<file path="config.mk">
export PLATFORM = sky130hd
export DESIGN_NAME = motion_status_flag_generator
export DESIGN_NICKNAME = d
export VERILOG_FILES = /design/src/hdl/motion_flags_pkg.sv /design/src/hdl/motion_status_flag_generator.sv
export SDC_FILE = /design/constraint.sdc
export NUM_CORES = 1
export LEC_CHECK = 0
export ABC_AREA = 1
export CORE_MARGIN = 3
export CORE_UTILIZATION = 40
export CTS_CLUSTER_SIZE = 10
export DETAILED_ROUTE_END_ITERATION = 6
export DONT_BUFFER_PORTS = 1
export SLEW_MARGIN = 20
export SYNTH_ARGS = -nofsm -noshare
export SYNTH_HDL_FRONTEND = slang
export SYNTH_SLANG_ARGS = --single-unit
</file>
<file path="constraint.sdc">
create_clock -name clk_sys -period 3.7 [get_ports clk_sys]
set_input_delay 0.37 -clock clk_sys [delete_from_list [all_inputs] [get_ports clk_sys]]
set_output_delay 0.37 -clock clk_sys [all_outputs]
set_load 0.005 [all_outputs]
</file>
<file path="src/hdl/motion_flags_pkg.sv">
package motion_flags_pkg;

	// ------------------------------------------------------------
	// Register map (word index on the plain register port)
	// ------------------------------------------------------------
	localparam logic [3:0] ADDR_COND_SELECT   = 4'h0;
	localparam logic [3:0] ADDR_COMPLETE_THR  = 4'h1;
	localparam logic [3:0] ADDR_APPROACH_THR  = 4'h2;
	localparam logic [3:0] ADDR_WINDOW_TIME   = 4'h3;
	localparam logic [3:0] ADDR_HOLD_TIME     = 4'h4;
	localparam logic [3:0] ADDR_ROTATION_THR  = 4'h5;
	localparam logic [3:0] ADDR_MATCH_THR     = 4'h6;
	localparam logic [3:0] ADDR_NEAR_THR      = 4'h7;
	localparam logic [3:0] ADDR_STANDSTILL    = 4'h8;
	localparam logic [3:0] ADDR_TORQUE_THR    = 4'h9;
	localparam logic [3:0] ADDR_TORQUE_HYST   = 4'ha;
	localparam logic [3:0] ADDR_FLAGS         = 4'hb;
	localparam logic [3:0] ADDR_IRQ_STATUS    = 4'hc;
	localparam logic [3:0] ADDR_IRQ_MASK      = 4'hd;

	// ------------------------------------------------------------
	// Reset values
	// ------------------------------------------------------------
	localparam logic [1:0]  RST_COND_SELECT  = 2'h0;
	localparam logic [15:0] RST_COMPLETE_THR = 16'h0320;
	localparam logic [15:0] RST_APPROACH_THR = 16'h1388;
	localparam logic [15:0] RST_WINDOW_TIME  = 16'h000a;
	localparam logic [15:0] RST_HOLD_TIME    = 16'h0064;
	localparam logic [15:0] RST_ROTATION_THR = 16'h0014;
	localparam logic [15:0] RST_MATCH_THR    = 16'h000a;
	localparam logic [15:0] RST_NEAR_THR     = 16'h0064;
	localparam logic [15:0] RST_STANDSTILL   = 16'h000a;
	localparam logic [15:0] RST_TORQUE_THR   = 16'h0064;
	localparam logic [15:0] RST_TORQUE_HYST  = 16'h000a;
	localparam logic [6:0]  RST_IRQ_MASK     = 7'h00;

	// ------------------------------------------------------------
	// Selector codes and timing
	// ------------------------------------------------------------
	localparam logic [1:0] COND_THRESHOLD  = 2'h0;
	localparam logic [1:0] COND_CMD_ZERO   = 2'h1;
	localparam logic [1:0] COND_FILT_ZERO  = 2'h2;
	localparam logic [1:0] COND_WINDOWED   = 2'h3;
	localparam int CLK_HZ      = 10_000_000;
	localparam int TICK_MS     = 1;
	localparam int TICK_CYCLES = CLK_HZ / 1000 * TICK_MS;

	typedef struct packed {
		logic torque_reached;
		logic standstill;
		logic speed_near;
		logic speed_match;
		logic motor_rotating;
		logic positioning_complete;
		logic positioning_approach;
	} flags_type;

endpackage

</file>
<file path="src/hdl/motion_status_flag_generator.sv">
// Overview of operation
// RL1: Position mode: approach flag when deviation within approach threshold.
// RL2: Detection window time in ms, default 10, qualifies completion.
// RL3: Selector 3: completion flag held for hold time after positioning.
// RL4: Rotating flag when absolute speed reaches rotation threshold.
// RL5: Match flag when commanded minus actual speed within threshold.
// RL6: Near flag when actual speed within threshold of expected value.
// RL7: Standstill flag when absolute speed below threshold, default 10.
// RL8: Torque reached flag from percent threshold, default 100.
// RL9: Torque hysteresis, default 10, stops the flag chattering.
// RL10: Position mode: completion flag when deviation within threshold.
// RL11: Selector adds qualifiers: none, zero command, zero filtered command.
// RL12: Selector 3 also needs condition held for the detection window.
// RL13: Millisecond tick from clk_sys times window and hold durations.
// RL14: Absolute speed compared each cycle; every flag updated synchronously.
`timescale 1ns/1ps
module motion_status_flag_generator
#(
	parameter int TICK_CYCLES = motion_flags_pkg::TICK_CYCLES
)
(
	input  wire logic                         clk_sys,
	input  wire logic                         rst_n,
	input  wire logic                         clk_en,
	input  wire logic [3:0]                   reg_addr,
	input  wire logic [15:0]                  reg_wdata,
	input  wire logic                         reg_wr,
	input  wire logic                         reg_rd,
	output logic      [15:0]                  reg_rdata,
	input  wire logic                         position_mode,
	input  wire logic signed [31:0]           position_deviation,
	input  wire logic                         position_cmd_zero,
	input  wire logic                         filtered_cmd_zero,
	input  wire logic signed [15:0]           speed_actual,
	input  wire logic signed [15:0]           speed_command,
	input  wire logic signed [15:0]           speed_expected,
	input  wire logic [15:0]                  torque_percent,
	output motion_flags_pkg::flags_type       flags,
	output logic                              irq
);

	// ------------------------------------------------------------
	// Registers
	// ------------------------------------------------------------
	logic [1:0]  sel_reg, sel_next;
	logic [15:0] cthr_reg, cthr_next, athr_reg, athr_next;
	logic [15:0] win_reg, win_next, hold_reg, hold_next;
	logic [15:0] rot_reg, rot_next, mat_reg, mat_next;
	logic [15:0] near_reg, near_next, zsp_reg, zsp_next;
	logic [15:0] tq_reg, tq_next, hys_reg, hys_next;
	logic [6:0]  stat_reg, stat_next, mask_reg, mask_next;
	logic [15:0] rdata_reg, rdata_next;
	logic        irq_reg, irq_next;
	logic [23:0] tick_cnt_reg, tick_cnt_next;
	logic        tick;
	logic [15:0] win_cnt_reg, win_cnt_next, hold_cnt_reg, hold_cnt_next;
	motion_flags_pkg::flags_type flags_reg, flags_next;

	logic [31:0] abs_dev;
	logic [15:0] abs_spd, abs_diff, abs_near;
	logic        base_ok, cond_ok;
	logic [16:0] tq_low;

	always_comb
	begin
		abs_dev  = position_deviation[31] ? 32'(-position_deviation)
			: 32'(position_deviation);
		abs_spd  = speed_actual[15] ? 16'(-speed_actual) : 16'(speed_actual);
		abs_diff = 16'(speed_command - speed_actual);
		if (abs_diff[15])
			abs_diff = 16'(-abs_diff);
		abs_near = 16'(speed_expected - speed_actual);
		if (abs_near[15])
			abs_near = 16'(-abs_near);
		tq_low = {1'b0, tq_reg} - {1'b0, hys_reg};
	end

	// ------------------------------------------------------------
	// Register port
	// ------------------------------------------------------------
	always_comb
	begin
		sel_next  = sel_reg;
		cthr_next = cthr_reg;
		athr_next = athr_reg;
		win_next  = win_reg;
		hold_next = hold_reg;
		rot_next  = rot_reg;
		mat_next  = mat_reg;
		near_next = near_reg;
		zsp_next  = zsp_reg;
		tq_next   = tq_reg;
		hys_next  = hys_reg;
		mask_next = mask_reg;
		rdata_next = 16'h0000;
		if (reg_wr)
		begin
			unique case (reg_addr)
				motion_flags_pkg::ADDR_COND_SELECT:  sel_next  = reg_wdata[1:0];
				motion_flags_pkg::ADDR_COMPLETE_THR: cthr_next = reg_wdata;
				motion_flags_pkg::ADDR_APPROACH_THR: athr_next = reg_wdata;
				motion_flags_pkg::ADDR_WINDOW_TIME:  win_next  = reg_wdata;
				motion_flags_pkg::ADDR_HOLD_TIME:    hold_next = reg_wdata;
				motion_flags_pkg::ADDR_ROTATION_THR: rot_next  = reg_wdata;
				motion_flags_pkg::ADDR_MATCH_THR:    mat_next  = reg_wdata;
				motion_flags_pkg::ADDR_NEAR_THR:     near_next = reg_wdata;
				motion_flags_pkg::ADDR_STANDSTILL:   zsp_next  = reg_wdata;
				motion_flags_pkg::ADDR_TORQUE_THR:   tq_next   = reg_wdata;
				motion_flags_pkg::ADDR_TORQUE_HYST:  hys_next  = reg_wdata;
				motion_flags_pkg::ADDR_IRQ_MASK:     mask_next = reg_wdata[6:0];
				default: ;
			endcase
		end
		if (reg_rd)
		begin
			unique case (reg_addr)
				motion_flags_pkg::ADDR_COND_SELECT:  rdata_next = {14'h0000, sel_reg};
				motion_flags_pkg::ADDR_COMPLETE_THR: rdata_next = cthr_reg;
				motion_flags_pkg::ADDR_APPROACH_THR: rdata_next = athr_reg;
				motion_flags_pkg::ADDR_WINDOW_TIME:  rdata_next = win_reg;
				motion_flags_pkg::ADDR_HOLD_TIME:    rdata_next = hold_reg;
				motion_flags_pkg::ADDR_ROTATION_THR: rdata_next = rot_reg;
				motion_flags_pkg::ADDR_MATCH_THR:    rdata_next = mat_reg;
				motion_flags_pkg::ADDR_NEAR_THR:     rdata_next = near_reg;
				motion_flags_pkg::ADDR_STANDSTILL:   rdata_next = zsp_reg;
				motion_flags_pkg::ADDR_TORQUE_THR:   rdata_next = tq_reg;
				motion_flags_pkg::ADDR_TORQUE_HYST:  rdata_next = hys_reg;
				motion_flags_pkg::ADDR_FLAGS:        rdata_next = {9'h000, flags_reg};
				motion_flags_pkg::ADDR_IRQ_STATUS:   rdata_next = {9'h000, stat_reg};
				motion_flags_pkg::ADDR_IRQ_MASK:     rdata_next = {9'h000, mask_reg};
				default:                             rdata_next = 16'h0000;
			endcase
		end
	end

	// ------------------------------------------------------------
	// Tick and window timing
	// ------------------------------------------------------------
	assign tick = (tick_cnt_reg == 24'(TICK_CYCLES - 1)); // RL13

	always_comb
	begin
		tick_cnt_next = tick ? 24'h000000 : tick_cnt_reg + 24'h000001; // RL13
		base_ok = position_mode && (abs_dev <= {16'h0000, cthr_reg}); // RL10
		unique case (sel_reg) // RL11
			motion_flags_pkg::COND_THRESHOLD: cond_ok = base_ok;
			motion_flags_pkg::COND_CMD_ZERO:  cond_ok = base_ok && position_cmd_zero;
			default:                          cond_ok = base_ok && filtered_cmd_zero;
		endcase
		// Window counter restarts the moment the condition drops
		win_cnt_next = win_cnt_reg;
		if (!cond_ok)
			win_cnt_next = 16'h0000; // RL12
		else if (tick && win_cnt_reg < win_reg)
			win_cnt_next = win_cnt_reg + 16'h0001; // RL2
		hold_cnt_next = hold_cnt_reg;
		if (cond_ok && win_cnt_reg >= win_reg)
			hold_cnt_next = hold_reg; // RL3
		else if (tick && hold_cnt_reg != 16'h0000)
			hold_cnt_next = hold_cnt_reg - 16'h0001; // RL3
	end

	// ------------------------------------------------------------
	// Flag generation
	// ------------------------------------------------------------
	always_comb
	begin
		flags_next = flags_reg;
		flags_next.positioning_approach = position_mode
			&& (abs_dev <= {16'h0000, athr_reg}); // RL1
		if (sel_reg == motion_flags_pkg::COND_WINDOWED)
			flags_next.positioning_complete = (cond_ok && win_cnt_reg >= win_reg)
				|| (hold_cnt_reg != 16'h0000); // RL12 RL3
		else
			flags_next.positioning_complete = cond_ok; // RL11
		flags_next.motor_rotating = abs_spd >= rot_reg; // RL4 RL14
		flags_next.speed_match    = abs_diff <= mat_reg; // RL5 RL14
		flags_next.speed_near     = abs_near <= near_reg; // RL6
		flags_next.standstill     = abs_spd < zsp_reg; // RL7
		// Hysteresis band: set at threshold, clear below threshold minus band
		if ({1'b0, torque_percent} >= {1'b0, tq_reg})
			flags_next.torque_reached = 1'b1; // RL8
		else if (tq_low[16] || {1'b0, torque_percent} < tq_low)
			flags_next.torque_reached = 1'b0; // RL9
		// Rising edges set status; set wins over the read clear
		stat_next = stat_reg;
		if (reg_rd && reg_addr == motion_flags_pkg::ADDR_IRQ_STATUS)
			stat_next = 7'h00;
		stat_next = stat_next | (flags_next & ~flags_reg);
		irq_next = |(stat_next & mask_next);
	end

	always_ff @(posedge clk_sys)
	begin
		if (!rst_n)
		begin
			sel_reg      <= motion_flags_pkg::RST_COND_SELECT;
			cthr_reg     <= motion_flags_pkg::RST_COMPLETE_THR;
			athr_reg     <= motion_flags_pkg::RST_APPROACH_THR;
			win_reg      <= motion_flags_pkg::RST_WINDOW_TIME;
			hold_reg     <= motion_flags_pkg::RST_HOLD_TIME;
			rot_reg      <= motion_flags_pkg::RST_ROTATION_THR;
			mat_reg      <= motion_flags_pkg::RST_MATCH_THR;
			near_reg     <= motion_flags_pkg::RST_NEAR_THR;
			zsp_reg      <= motion_flags_pkg::RST_STANDSTILL;
			tq_reg       <= motion_flags_pkg::RST_TORQUE_THR;
			hys_reg      <= motion_flags_pkg::RST_TORQUE_HYST;
			mask_reg     <= motion_flags_pkg::RST_IRQ_MASK;
			stat_reg     <= 7'h00;
			rdata_reg    <= 16'h0000;
			irq_reg      <= 1'b0;
			tick_cnt_reg <= 24'h000000;
			win_cnt_reg  <= 16'h0000;
			hold_cnt_reg <= 16'h0000;
			flags_reg    <= '0;
		end
		else if (clk_en)
		begin
			sel_reg      <= sel_next;
			cthr_reg     <= cthr_next;
			athr_reg     <= athr_next;
			win_reg      <= win_next;
			hold_reg     <= hold_next;
			rot_reg      <= rot_next;
			mat_reg      <= mat_next;
			near_reg     <= near_next;
			zsp_reg      <= zsp_next;
			tq_reg       <= tq_next;
			hys_reg      <= hys_next;
			mask_reg     <= mask_next;
			stat_reg     <= stat_next;
			rdata_reg    <= rdata_next;
			irq_reg      <= irq_next;
			tick_cnt_reg <= tick_cnt_next;
			win_cnt_reg  <= win_cnt_next;
			hold_cnt_reg <= hold_cnt_next;
			flags_reg    <= flags_next;
		end
	end

	assign reg_rdata = rdata_reg;
	assign flags     = flags_reg;
	assign irq       = irq_reg;

	// ------------------------------------------------------------
	// Checks
	// ------------------------------------------------------------
	// Attempt from a reset or frozen cycle sees no update an edge later
	logic live_reg;

	always_ff @(posedge clk_sys)
	begin
		live_reg <= rst_n && clk_en;
	end
endmodule

</file>
==> impl_metrics.json <==
{
  "antenna_found_initial": 5,
  "first_pass_iters": 7,
  "cts_tree": "done",
  "layout_common_cells": "430 x nand2_1, 421 x inv_1, 331 x a21oi_1, 256 x dfxtp_1, 244 x o21ai_0",
  "holdWs_ns": -0.005378,
  "outcome": "finished, violations left",
  "viasPerCell": 5.561,
  "fin_crit_sh_pct": 92.38,
  "slew_violations": 0,
  "holdCritPathClass": "in2reg",
  "overflow": 0,
  "ctsRootBufferMaster": "clkbuf_16",
  "drc_errors": 4,
  "hpwlAfterDp_mm": 51.18,
  "arrival_ns": 3.89,
  "ctsHtreeMaxLevel": 1,
  "skew_ns": 0.01426,
  "synth-edff-count": 0,
  "totalWireLength_mm": 69.25,
  "die_x_um": 222.3,
  "path_clk_slew_ns": 0.06,
  "path_class": "in2reg",
  "fillers": 4567,
  "worst-path-max-fanout": 3,
  "slowest_delay_ns": 0.27,
  "finalHoldViolCount": 6,
  "routedWlPerCell_um": 19.78,
  "path_common_cell": "nand2_1",
  "start_util_pct": 40.90,
  "relSlewSlack_pct": 24.47,
  "synth_cells": 2761,
  "cts_buffer_depth": 3,
  "synthDistinctLibCells": 56,
  "final_common_cell": "nand2_1",
  "ys_ff_latch": 256,
  "ir_worst_vdd_mv": 0.3290,
  "grt_pass1_vias": 17690,
  "crit_path_end_kind": "flop",
  "p_leak_nw": 9.595,
  "nets": 3212,
  "syn_area_sq_mm": 0.01872,
  "portBuffers": 0,
  "drive_gt1_share_pct": 10.40,
  "stdcell_area_sq_mm": 0.02177,
  "place_area_sq_mm": 0.02032,
  "ys.flop_type": "dfxtp_1",
  "netlist.area_leader.share_pct": 27.37,
  "layout.cells.non_filler": 3500,
  "rsz0062_at_grt": "yes",
  "coreArea_sq_mm": 0.04577,
  "rows": 78,
  "placed_cells": 3420,
  "violations": "DRC, hold timing",
  "track_usage_pct": 26.61,
  "layout-area-overhead-vs-synth_pct": 16.29,
  "die-height_um": 222.3,
  "avgSynthCellArea_sq_um": 6.781,
  "grt_max_degree": 105,
  "tightest_slew_ns": 1.129,
  "p_per_area_mw_per_mm2": 345.4,
  "setup_violations": 0,
  "critical_path_required_ns": 4.17,
  "grt_pass1_wl_mm": 104.0,
  "vias": 19460,
  "synth_top_cells_by_area": "dfxtp_1 27%, ha_1 13%, a21oi_1 9.1%",
  "critPathSlowestCell": "ha_4",
  "fmax_ghz": 0.2926,
  "worstSkewPairLatency_ns": 0.58,
  "gp_congestion": 0.9208,
  "maxCapViolations": 0,
  "final_antenna_net_count": 0,
  "clock-sinks": 256,
  "fin_crit_ns": 3.418,
  "synth_area_leader_cell": "dfxtp_1",
  "postSynth.asyncResetShare_pct": 0,
  "syn-num-nets": 3083,
  "dieArea_sq_mm": 0.04944,
  "top_level_ports": 148,
  "cts_made_buffers": 30,
  "drt_iter0_drc": 2233,
  "largest_reg_flops": 24,
  "seq_area_frac_synth_pct": 27.37,
  "crit_path_start_kind": "input port",
  "ys_warn_count": 0
}
==> Yosys cell counts, types with 11 or more instances <==
cell type	number
a221oi_1	32
xnor2_1	21
ha_1	195
clkbuf_1	67
nand3_1	113
o2111ai_1	15
nor2_1	216
o211ai_1	16
o21a_1	11
nor4_1	13
a21oi_1	340
nor3_1	41
o21ai_0	253
inv_1	429
dfxtp_1	256
xor2_1	80
buf_1	11
o22ai_1	46
nand4_1	36
nand2_1	435
o21ai_1	15
==> report_power, final <==
part	internal, mW	switching (mW)
combinational	0.872	1.15
sequential	2.81	0.0370
clock	1.48	1.18
total	5.16	2.36
==> per-layer routing <==
| metal | share of wire (%) | GRT usage (%) | vias to the layer above |
|---|---|---|---|
| met5 | 0 | 0 | - |
| met4 | 4.6 | 11.03 | 0 |
| met3 | 9.4 | 4.452 | 179 |
| met2 | 43 | 41.39 | 813 |
| met1 | 43 | 36.57 | 8957 |
| li1 | - | - | 9514 |
==> per-stage QoR <==
stage | power [mW] | setup TNS (ns) | worst slack, ns | hold slack, ns | utilization [%]
2_1_floorplan | 4.120 | -0.006995 | -0.006995 | 0.4416 | -
3_3_place_gp | 4.654 | -0.8747 | -0.4540 | 0.4673 | 44.40
3_5_place_dp | 4.709 | -1.225 | -0.5273 | 0.4711 | 44.40
4_1_cts | 7.415 | 0 | 0.04900 | 0.0003225 | 46.85
5_1_grt | 7.880 | -0.08088 | -0.08088 | 0.01527 | 47.54
6_report | 7.521 | 0 | 0.2820 | -0.005378 | 47.56
==> worst max-delay path: cells and delay by family <==
| family | cells | cell delay, ns |
|---|---|---|
| buf+inv | 6 | 0.53 |
| compound gates | 3 | 0.31 |
| simple gates | 19 | 1.81 |
| fa+ha+maj | 2 | 0.54 |
| xor+xnor | 2 | 0.29 |
==> kinds of logic (layout without fill, tap and decap cells) <==
group	Yosys count	after routing	share of synthesized area, %
adder cells (fa/ha/maj)	198	198	13.35
buffers and inverters	534	668	10.97
XOR/XNOR	102	102	4.812
AO/OA/AOI/OAI	768	768	22.72
other	0	5	0
flip-flops	256	256	27.37
multiplexers	2	2	0.1136
AND/OR/NAND/NOR	901	901	20.66
==> area by class of cell <==
type	count	area (sq um)	area share, %
Sequential cell	256	5125	23.54
Antenna cell	5	12.51	0.05747
Clock inverter	2	25.02	0.1149
Clock buffer	35	789.5	3.626
Multi-Input combinational cell	1971	11860	54.45
Inverter	445	1703	7.822
Tap cell	600	750.7	3.448
Timing Repair Buffer	186	1510	6.937
==> final timing paths <==
path	depth (start not counted)	slack, ns	from	endpoint
setup / recovery	32	0.28	speed_actual[2]	irq
setup reg to reg	22	0.28	tq_reg[0]	flags[6]
hold reg to reg	2	0.48	reg_rdata[15]	reg_rdata[15]
hold / removal	2	-0.005	reg_wdata[8]	near_reg[8]
==> what timing repair did <==
item                                   in CTS  in global routing
setup endpoints to repair                   0                  4
resized for setup                           0                 59
hold buffers                               28                  0
endpoints found under the hold margin     135                  0
buffers inserted                            0                 10
No activity file was read; power rests on OpenSTA's default activity.
